File: src/verilog/ihid_pkg.sv
// Shared constants, address map and state encodings for the host port
package ihid_pkg;
  // ==========================================
  // Timing
  localparam int CLK_PERIOD_NS = 100; // 10 MHz system clock
  localparam int PRT_PULSE_NS = 500; // Low time of a shared printer interrupt pulse
  localparam int PRT_PULSE_CYC = (PRT_PULSE_NS + CLK_PERIOD_NS - 1) / CLK_PERIOD_NS;
  localparam logic [3:0] PRT_PULSE_CNT = 4'(PRT_PULSE_CYC); // Counter load value

  // ==========================================
  // Address map
  localparam logic [9:0] FDC_BASE = 10'h3F0; // Floppy register block
  localparam logic [9:0] COM1_BASE = 10'h3F8;
  localparam logic [9:0] COM2_BASE = 10'h2F8;
  localparam logic [9:0] COM3_BASE = 10'h3E8;
  localparam logic [9:0] COM4_BASE = 10'h2E8;
  localparam logic [9:0] PRT_BASE_378 = 10'h378;
  localparam logic [9:0] PRT_BASE_278 = 10'h278;
  localparam logic [9:0] PRT_BASE_3BC = 10'h3BC;
  localparam logic [9:0] MASK_8_REG = 10'h3F8; // Eight-register block
  localparam logic [9:0] MASK_4_REG = 10'h3FC; // Four-register block

  // ==========================================
  // Select codes
  localparam logic [1:0] COM_SEL_1 = 2'h0;
  localparam logic [1:0] COM_SEL_2 = 2'h1;
  localparam logic [1:0] COM_SEL_3 = 2'h2;
  localparam logic [1:0] COM_SEL_4 = 2'h3;
  localparam logic [1:0] PRT_SEL_378 = 2'h0;
  localparam logic [1:0] PRT_SEL_278 = 2'h1;
  localparam logic [1:0] PRT_SEL_3BC = 2'h2;

  // ==========================================
  // Control fields and reset values
  localparam int CTRL_IRQ_EN_BIT = 3; // Primary serial interrupt drive enable
  localparam logic [7:0] DATA_RST = 8'h00;
  localparam logic [3:0] SEL_NONE = 4'h0;

  // DMA transfer tracker states
  typedef enum logic [2:0] {
    IHID_DMA_IDLE = 3'b001,
    IHID_DMA_XFER = 3'b010,
    IHID_DMA_DONE = 3'b100
  } ihid_dma_state_e;

  // Base address of a serial port from its COM select
  function automatic logic [9:0] ihid_com_base(input logic [1:0] sel);
    case (sel)
      COM_SEL_1: ihid_com_base = COM1_BASE;
      COM_SEL_2: ihid_com_base = COM2_BASE;
      COM_SEL_3: ihid_com_base = COM3_BASE;
      default: ihid_com_base = COM4_BASE;
    endcase
  endfunction : ihid_com_base
endpackage : ihid_pkg

File: src/verilog/ihid_com_route.sv
// Steers one serial port interrupt onto the primary or secondary line
`timescale 1ns/1ps
module ihid_com_route
  import ihid_pkg::*;
(
  input wire logic [1:0] com_sel, // COM slot the port occupies
  input wire logic irq, // Port interrupt request
  output logic to_primary, // Contribution to primary line
  output logic to_secondary // Contribution to secondary line
);
  // ==========================================
  // Slot decode
  wire is_odd_slot = (com_sel == COM_SEL_1) || (com_sel == COM_SEL_3);

  assign to_primary = irq & is_odd_slot; // RULE9
  assign to_secondary = irq & ~is_odd_slot; // RULE10
endmodule : ihid_com_route

File: src/verilog/ihid_host_port.sv
// Host I/O decode, interrupt routing and floppy DMA handshake
//
// Summary of operation
// [RULE1] Master reset input high resets everything
// [RULE2] Eight data bits, ten address bits decoded
// [RULE3] Address bit ten selects ECP high group
// [RULE4] EPP mode holds channel ready low
// [RULE5] Floppy DMA request follows controller need
// [RULE6] DMA acknowledge replaces decoded register access
// [RULE7] Terminal count ends floppy DMA operation
// [RULE8] Floppy interrupt on its own output
// [RULE9] COM1/COM3 port interrupt to primary line
// [RULE10] COM2/COM4 port interrupt to secondary line
// [RULE11] Control bit three clear floats primary
// [RULE12] Primary line floats after every reset
// [RULE13] Printer base 378h, 278h or 3BCh
// [RULE14] Write protect forces drive write inactive
// [RULE15] EPP/ECP printer interrupt pulses low, releases
// [RULE16] Address enable high blocks register strobes
// [RULE17] Drive data on decoded read, latch writes
`timescale 1ns/1ps
module ihid_host_port
  import ihid_pkg::*;
(
  input wire logic clock, // 10 MHz system clock
  input wire logic rst_n, // Asynchronous reset, active low
  input wire logic master_reset_in, // Master reset, active high
  input wire logic [9:0] addr, // Host address bits 0 to 9
  input wire logic addr_a10, // Host address bit 10
  input wire logic aen, // Address enable, high in DMA cycles
  input wire logic ior_n, // Host read strobe
  input wire logic iow_n, // Host write strobe
  input wire logic [7:0] data_in, // Host data bus, input side
  output logic [7:0] data_out, // Host data bus, output side
  output logic data_oe, // Host data bus drive enable
  output logic [3:0] reg_sel, // One-hot: printer, port B, port A, floppy
  output logic [2:0] reg_offset, // Register offset in the block
  output logic reg_high_group, // ECP high register group
  output logic reg_write_pulse, // One cycle after write strobe falls
  output logic [7:0] reg_write_data, // Latched write data
  output logic dma_cycle, // DMA transfer strobe in progress
  input wire logic [7:0] func_read_data, // Read data from functions
  input wire logic [7:0] host_control_register, // Host control byte
  input wire logic [1:0] uart_a_com_sel, // COM slot of port A
  input wire logic [1:0] uart_b_com_sel, // COM slot of port B
  input wire logic [1:0] prt_base_sel, // Printer base select
  input wire logic epp_mode, // Enhanced parallel mode
  input wire logic ecp_mode, // Extended capabilities mode
  input wire logic epp_busy, // Parallel transfer not complete
  output logic channel_ready_out, // Channel ready, open drain level
  output logic channel_ready_oe, // Channel ready pull-down enable
  input wire logic fdc_dma_need, // Floppy controller wants DMA
  output logic floppy_dma_request, // Floppy DMA request
  input wire logic floppy_dma_acknowledge_n, // Floppy DMA acknowledge
  input wire logic terminal_count, // Final DMA transfer mark
  output logic dma_xfer_done, // Pulse after each DMA transfer
  output logic dma_terminated, // Pulse when DMA ends on terminal count
  input wire logic fdc_irq, // Floppy interrupt request
  input wire logic uart_a_irq, // Port A interrupt request
  input wire logic uart_b_irq, // Port B interrupt request
  input wire logic prt_irq, // Printer interrupt request
  output logic floppy_interrupt_out, // Floppy interrupt line
  output logic primary_serial_interrupt_out, // Primary serial line
  output logic primary_serial_interrupt_oe, // Primary serial drive enable
  output logic secondary_serial_interrupt_out, // Secondary serial line
  output logic printer_interrupt_out, // Printer interrupt line
  output logic printer_interrupt_oe, // Printer interrupt drive enable
  input wire logic write_protect, // Software write protect active
  input wire logic fdd_write_gate_in_n, // Drive write enable from controller
  input wire logic fdd_write_data_in_n, // Drive write data from controller
  output logic fdd_write_gate_n, // Drive write enable pin
  output logic fdd_write_data_n // Drive write data pin
);
  // ==========================================
  // Address decode
  wire dack_act = ~floppy_dma_acknowledge_n; // Acknowledge asserted
  wire cyc_ok = ~aen & ~dack_act; // RULE16 RULE6
  wire strobe_any = ~ior_n | ~iow_n; // Either strobe low
  wire [9:0] prt_base = (prt_base_sel == PRT_SEL_278) ? PRT_BASE_278 :
                        (prt_base_sel == PRT_SEL_3BC) ? PRT_BASE_3BC : PRT_BASE_378; // RULE13
  wire [9:0] prt_mask = (prt_base_sel == PRT_SEL_3BC) ? MASK_4_REG : MASK_8_REG;
  wire prt_match = (addr & prt_mask) == prt_base; // RULE2
  wire prt_hit = prt_match; // Low and high groups both decode
  wire prt_high = ecp_mode & addr_a10 & prt_match; // RULE3
  wire ua_hit = (addr & MASK_8_REG) == ihid_com_base(uart_a_com_sel);
  wire ub_hit = (addr & MASK_8_REG) == ihid_com_base(uart_b_com_sel);
  wire fdc_hit = ((addr & MASK_8_REG) == FDC_BASE) & (~addr_a10 | ~ecp_mode);
  wire [3:0] hit_vec = {prt_hit, ub_hit & ~prt_hit, ua_hit & ~prt_hit, fdc_hit};
  wire any_hit = |hit_vec;
  wire dec_access = cyc_ok & any_hit & strobe_any; // Decoded register access
  wire [3:0] sel_d = dec_access ? hit_vec : SEL_NONE;

  // Data bus drive, decoded read or DMA read
  assign data_oe = ~ior_n & ((cyc_ok & any_hit) | dack_act); // RULE17

  // ==========================================
  // Strobe edge and register select flops
  logic iow_q; // Previous write strobe
  logic [3:0] sel_q; // Registered select
  logic [2:0] off_q; // Registered offset
  logic high_q; // Registered high group
  logic wr_q; // Write pulse
  logic [7:0] wdat_q; // Write data
  logic [7:0] rdat_q; // Read data toward host
  wire iow_fall = iow_q & ~iow_n; // Write strobe falling edge
  wire wr_take = iow_fall & ((cyc_ok & any_hit) | dack_act);

  // Select, offset and write capture
  always_ff @(posedge clock or negedge rst_n) begin
    if (!rst_n) begin
      iow_q <= 1'b1;
      sel_q <= SEL_NONE;
      off_q <= 3'h0;
      high_q <= 1'b0;
      wr_q <= 1'b0;
      wdat_q <= DATA_RST;
      rdat_q <= DATA_RST;
    end else if (master_reset_in) begin // RULE1
      iow_q <= 1'b1;
      sel_q <= SEL_NONE;
      off_q <= 3'h0;
      high_q <= 1'b0;
      wr_q <= 1'b0;
      wdat_q <= DATA_RST;
      rdat_q <= DATA_RST;
    end else begin
      iow_q <= iow_n;
      sel_q <= sel_d; // RULE6
      off_q <= addr[2:0];
      high_q <= prt_high & dec_access; // RULE3
      wr_q <= wr_take; // RULE17
      wdat_q <= wr_take ? data_in : wdat_q; // RULE17
      rdat_q <= func_read_data;
    end
  end

  assign reg_sel = sel_q;
  assign reg_offset = off_q;
  assign reg_high_group = high_q;
  assign reg_write_pulse = wr_q;
  assign reg_write_data = wdat_q;
  assign data_out = rdat_q;
  assign dma_cycle = dack_act & strobe_any;

  // ==========================================
  // Channel ready stretch in enhanced parallel mode
  assign channel_ready_out = 1'b0; // Open drain only pulls low
  assign channel_ready_oe = epp_mode & prt_hit & dec_access & epp_busy; // RULE4

  // ==========================================
  // Floppy DMA handshake
  ihid_dma_state_e st_q; // Transfer tracker
  ihid_dma_state_e st_d;
  logic tc_seen_q; // Terminal count seen in transfer
  logic tc_block_q; // Holds request off after terminal count
  logic drq_q; // Request flop
  logic done_q; // Transfer done pulse
  logic term_q; // Terminated pulse
  wire xfer_end = (st_q == IHID_DMA_XFER) & ior_n & iow_n;
  wire tc_now = dack_act & terminal_count;

  // Next state of the tracker
  always_comb begin
    st_d = st_q;
    case (st_q)
      IHID_DMA_IDLE: st_d = (dack_act & strobe_any) ? IHID_DMA_XFER : IHID_DMA_IDLE;
      IHID_DMA_XFER: st_d = xfer_end ? IHID_DMA_DONE : IHID_DMA_XFER;
      IHID_DMA_DONE: st_d = IHID_DMA_IDLE;
      default: st_d = IHID_DMA_IDLE;
    endcase
  end

  // Tracker, request and terminal count flops
  always_ff @(posedge clock or negedge rst_n) begin
    if (!rst_n) begin
      st_q <= IHID_DMA_IDLE;
      tc_seen_q <= 1'b0;
      tc_block_q <= 1'b0;
      drq_q <= 1'b0;
      done_q <= 1'b0;
      term_q <= 1'b0;
    end else if (master_reset_in) begin // RULE1
      st_q <= IHID_DMA_IDLE;
      tc_seen_q <= 1'b0;
      tc_block_q <= 1'b0;
      drq_q <= 1'b0;
      done_q <= 1'b0;
      term_q <= 1'b0;
    end else begin
      st_q <= st_d;
      tc_seen_q <= (st_q == IHID_DMA_XFER) ? (tc_seen_q | tc_now) : tc_now;
      tc_block_q <= tc_now | (tc_block_q & fdc_dma_need); // RULE7
      drq_q <= fdc_dma_need & ~tc_block_q & ~tc_now; // RULE5 RULE7
      done_q <= xfer_end;
      term_q <= xfer_end & (tc_seen_q | tc_now); // RULE7
    end
  end

  assign floppy_dma_request = drq_q;
  assign dma_xfer_done = done_q;
  assign dma_terminated = term_q;

  // ==========================================
  // Interrupt routing
  logic a_pri; // Port A to primary
  logic a_sec; // Port A to secondary
  logic b_pri; // Port B to primary
  logic b_sec; // Port B to secondary

  ihid_com_route u_route_a (
    .com_sel(uart_a_com_sel),
    .irq(uart_a_irq),
    .to_primary(a_pri),
    .to_secondary(a_sec)
  );

  ihid_com_route u_route_b (
    .com_sel(uart_b_com_sel),
    .irq(uart_b_irq),
    .to_primary(b_pri),
    .to_secondary(b_sec)
  );

  logic fint_q; // Floppy interrupt
  logic pint_q; // Primary serial level
  logic pen_q; // Primary drive enable
  logic sint_q; // Secondary serial level
  logic prt_q; // Previous printer request
  logic [3:0] pcnt_q; // Printer pulse counter
  logic wg_q; // Drive write enable pin
  logic wd_q; // Drive write data pin
  wire pulse_mode = epp_mode | ecp_mode; // Shared pulse signalling
  wire prt_start = pulse_mode & prt_irq & ~prt_q & (pcnt_q == 4'h0);

  // Interrupt lines, printer pulse and write protect
  always_ff @(posedge clock or negedge rst_n) begin
    if (!rst_n) begin
      fint_q <= 1'b0;
      pint_q <= 1'b0;
      pen_q <= 1'b0;
      sint_q <= 1'b0;
      prt_q <= 1'b0;
      pcnt_q <= 4'h0;
      wg_q <= 1'b1;
      wd_q <= 1'b1;
    end else if (master_reset_in) begin // RULE1 RULE12
      fint_q <= 1'b0;
      pint_q <= 1'b0;
      pen_q <= 1'b0;
      sint_q <= 1'b0;
      prt_q <= 1'b0;
      pcnt_q <= 4'h0;
      wg_q <= 1'b1;
      wd_q <= 1'b1;
    end else begin
      fint_q <= fdc_irq; // RULE8
      pint_q <= a_pri | b_pri; // RULE9
      pen_q <= host_control_register[CTRL_IRQ_EN_BIT]; // RULE11 RULE12
      sint_q <= a_sec | b_sec; // RULE10
      prt_q <= prt_irq;
      pcnt_q <= prt_start ? PRT_PULSE_CNT : (pcnt_q != 4'h0) ? pcnt_q - 4'h1 : pcnt_q; // RULE15
      wg_q <= write_protect | fdd_write_gate_in_n; // RULE14
      wd_q <= write_protect | fdd_write_data_in_n; // RULE14
    end
  end

  assign floppy_interrupt_out = fint_q;
  assign primary_serial_interrupt_out = pint_q;
  assign primary_serial_interrupt_oe = pen_q;
  assign secondary_serial_interrupt_out = sint_q;
  assign printer_interrupt_out = pulse_mode ? 1'b0 : prt_q; // RULE15
  assign printer_interrupt_oe = pulse_mode ? (pcnt_q != 4'h0) : 1'b1; // RULE15
  assign fdd_write_gate_n = wg_q;
  assign fdd_write_data_n = wd_q;
endmodule : ihid_host_port

File: config.mk
export PLATFORM = sky130hd
export DESIGN_NAME = ihid_host_port
export DESIGN_NICKNAME = d
export VERILOG_FILES = /design/src/verilog/ihid_pkg.sv /design/src/verilog/ihid_com_route.sv /design/src/verilog/ihid_host_port.sv
export SDC_FILE = /design/constraint.sdc
export NUM_CORES = 1
export LEC_CHECK = 0
export ABC_AREA = 1
export BUFFER_PORTS_ARGS = -buffer_cell sky130_fd_sc_hd__buf_2
export CAP_MARGIN = 20
export CORE_MARGIN = 3
export CORE_UTILIZATION = 43
export DETAILED_ROUTE_END_ITERATION = 8
export PLACE_DENSITY = 0.75
export SYNTH_ARGS = -nofsm -noshare
export SYNTH_HDL_FRONTEND = slang
export SYNTH_HIERARCHICAL = 1
export SYNTH_SLANG_ARGS = --single-unit
File: constraint.sdc
create_clock -name clock -period 4.4 [get_ports clock]
set_clock_uncertainty 0.05 [all_clocks]
set_input_delay 0.88 -clock clock [delete_from_list [all_inputs] [get_ports clock]]
set_output_delay 0.88 -clock clock [all_outputs]
set_load 0.02 [all_outputs]
==> run metrics <==
status complete, no violations; setup_tns 0 ps; grt met2 use 0.250; core box area 4530 um^2; CP Class input pin to output pin; Placer Congestion 0.758; fin area 2690 um^2; Seq cells post-synth 45; Initial Utilization 0.463; GRT Total Usage 0.156; Diodes inserted 0; hold_buf cts 0; CTS Buf Count 5; Sink Count 45; layout net count 390; Synth top area share 0.488; ys async rst share 1.00; post-placement cell area roughly 2600 um^2; Pwr Density approximately 330 nW/um^2; final setup fails 0; Slew Viols, Final 0; min-delay worst type register to register; DRT iter0 DRCs 103; most common cell in the netlist nand2_1; Unique masters post-synth 31; WL/cell between 10 and 15 um; vias in the first global route roughly 1600; die area 5760 um^2; leakage 1.59 nW; top post-synthesis cells by count 44 x nand2_1, 41 x dfrtp_1, 40 x inv_1, 40 x nor2_1; Max Root-Sink Buffers 2; syn_nets roughly 300; count of flip-flops with a built-in enable after synthesis 0; CTS tree done; slew margin rel. 0.352; Max Cap Viol 0; FP Rows 24; Hold Slack 388 ps; post-synth top area cell dfrtp_1; Via density 4.56; worst IR drop on VDD 174 uV; share of cells above drive strength 1 0.379; maximum clock frequency 345 MHz; Slew @ Worst Pin 971 ps; largest net degree at the start of global routing 46; Worst-Skew Late Latency 290 ps; CP Launch Type input pin; Critical Path End Type output pin; global-route met1 utilization 0.207; Area growth syn-to-layout 28.1%; total grt overflow 0; RSZ-0062 raised after global routing false; Post-CTS Setup Bufs 0; Fillers roughly 420; post-layout min period between 2000 and 3000 ps; cells after synthesis between 200 and 250; ranking of synthesized cells by area dfrtp_1 49%, nand2_1 7.9%, inv_1 7.1%, nor2_1 7.1%, dfstp_2 5.0%; Reg clk slew, reported paths around 80 ps; Post-DP HPWL between 3000 and 4000 um; Max H-tree Level 2; grt met3 use 0.0462; average instance area after synthesis a little under 9 um^2; Total Power 895 uW; I/O Pins 100; endpoints failing hold 0; arrival time at the worst endpoint 1970 ps; die height 75.9 um; Post-synth top flop dfrtp_1; Tcrit/Tclk final 0.660; YS warnings 6; initial antenna violation count 0; Post-route DRC 0; busiest grt layer met2; # port buffers 91; Vias about 1800; first-pass GRT wire length 6920 um; sequential-to-total area share from yosys stat 0.538; critical path required time between 3000 and 4000 ps; Max Fanout on Critical Path 6; Pre-Repair DR Iteration Count 4; clk root buf clkbuf_8; synthesized cell area 2100 um^2; WL final 4310 um; Final Core Density 0.594; Post-CTS Resized 0; chip width roughly 76 um; ANT nets after route 0
-- path summary, 6_finish.rpt --
| check | startpoint | end | slack (ps) | depth (start not counted) |
|---|---|---|---|---|
| worst min register to register | tc_block_q | floppy_dma_request | 390 | 1 |
| worst max register to register | pcnt_q[0] | pcnt_q[0] | 2620 | 10 |
| max in group asynchronous | rst_n | data_out[3] | 3010 | 1 |
| worst min-delay path | tc_block_q | floppy_dma_request | 390 | 1 |
| worst max-delay path | addr[4] | channel_ready_oe | 1500 | 10 |
| min in group asynchronous | rst_n | primary_serial_interrupt_oe | 690 | 1 |
-- state kept, by name, indices dropped and copies added, names as in the netlist, 3 cells and up --
name,count
reg_sel,4
st_q,3
reg_write_data,8
reg_offset,3
pcnt_q,4
data_out,8
-- placed cells by master (no fill, tap or decap), types with 2 or more instances in the layout --
| cell | instances |
|---|---|
| a21oi_1 | 3 |
| buf_2 | 91 |
| clkbuf_8 | 5 |
| clkinv_2 | 2 |
| dfrtp_1 | 41 |
| dfstp_2 | 4 |
| inv_1 | 40 |
| nand2_1 | 44 |
| nand2_8 | 2 |
| nand3_1 | 9 |
| nand3_2 | 8 |
| nand4_1 | 9 |
| nor2_1 | 40 |
| nor2_2 | 5 |
| nor3_1 | 9 |
| o21ai_0 | 2 |
| xor2_1 | 2 |
-- through the flow --
step | cells | setup WS [ps]
after floorplan | 237 | 1540
after CTS | 395 | 1480
after global routing | 395 | 1290
final | 395 | 1500
after detailed placement | 387 | 1480
after global placement | 387 | 1490
-- cells by family (layout without fill, tap and decap cells) --
group	after synthesis	count (layout)	share of synthesized area
AO/OA/AOI/OAI	6	6	0.0155
XOR/XNOR	2	2	0.00834
adder cells (fa/ha/maj)	1	1	0.00595
buffers and inverters	47	140	0.0870
flip-flops	45	45	0.538
other	1	1	0.00179
AND/OR/NAND/NOR	135	135	0.343
-- where the power goes --
group,internal (mW),switching [mW]
registers,0.443,0.0117
clock network,0.110,0.129
logic,0.0735,0.128
-- worst max-delay path, stage by stage --
cell and delay (ps):
buf_2 130, nand2_1 60, nor2_1 90, nand2_1 70
nor2_2 90, nand2_2 100, inv_1 110, nand3_1 90
nor3_1 160, buf_2 190
-- routing by layer --
metal  vias up  routed length (um)
met4         0                  39
met1       812                2000
met2        71                1900
li1        912                   -
met5         -                   0
met3         7                 363
-- layout make-up --
cell class / count / area [um^2] / area share
flip-flops and latches: 45 / 1130 / 0.420
multi-input cells: 145 / 787 / 0.292
repair buffers: 91 / 455 / 0.169
inverters: 41 / 154 / 0.0572
well taps: 65 / 81.3 / 0.0302
clock buffers: 6 / 72.6 / 0.0270
clock inverters: 2 / 10.0 / 0.00372
Power figures use the tool's default switching activity.
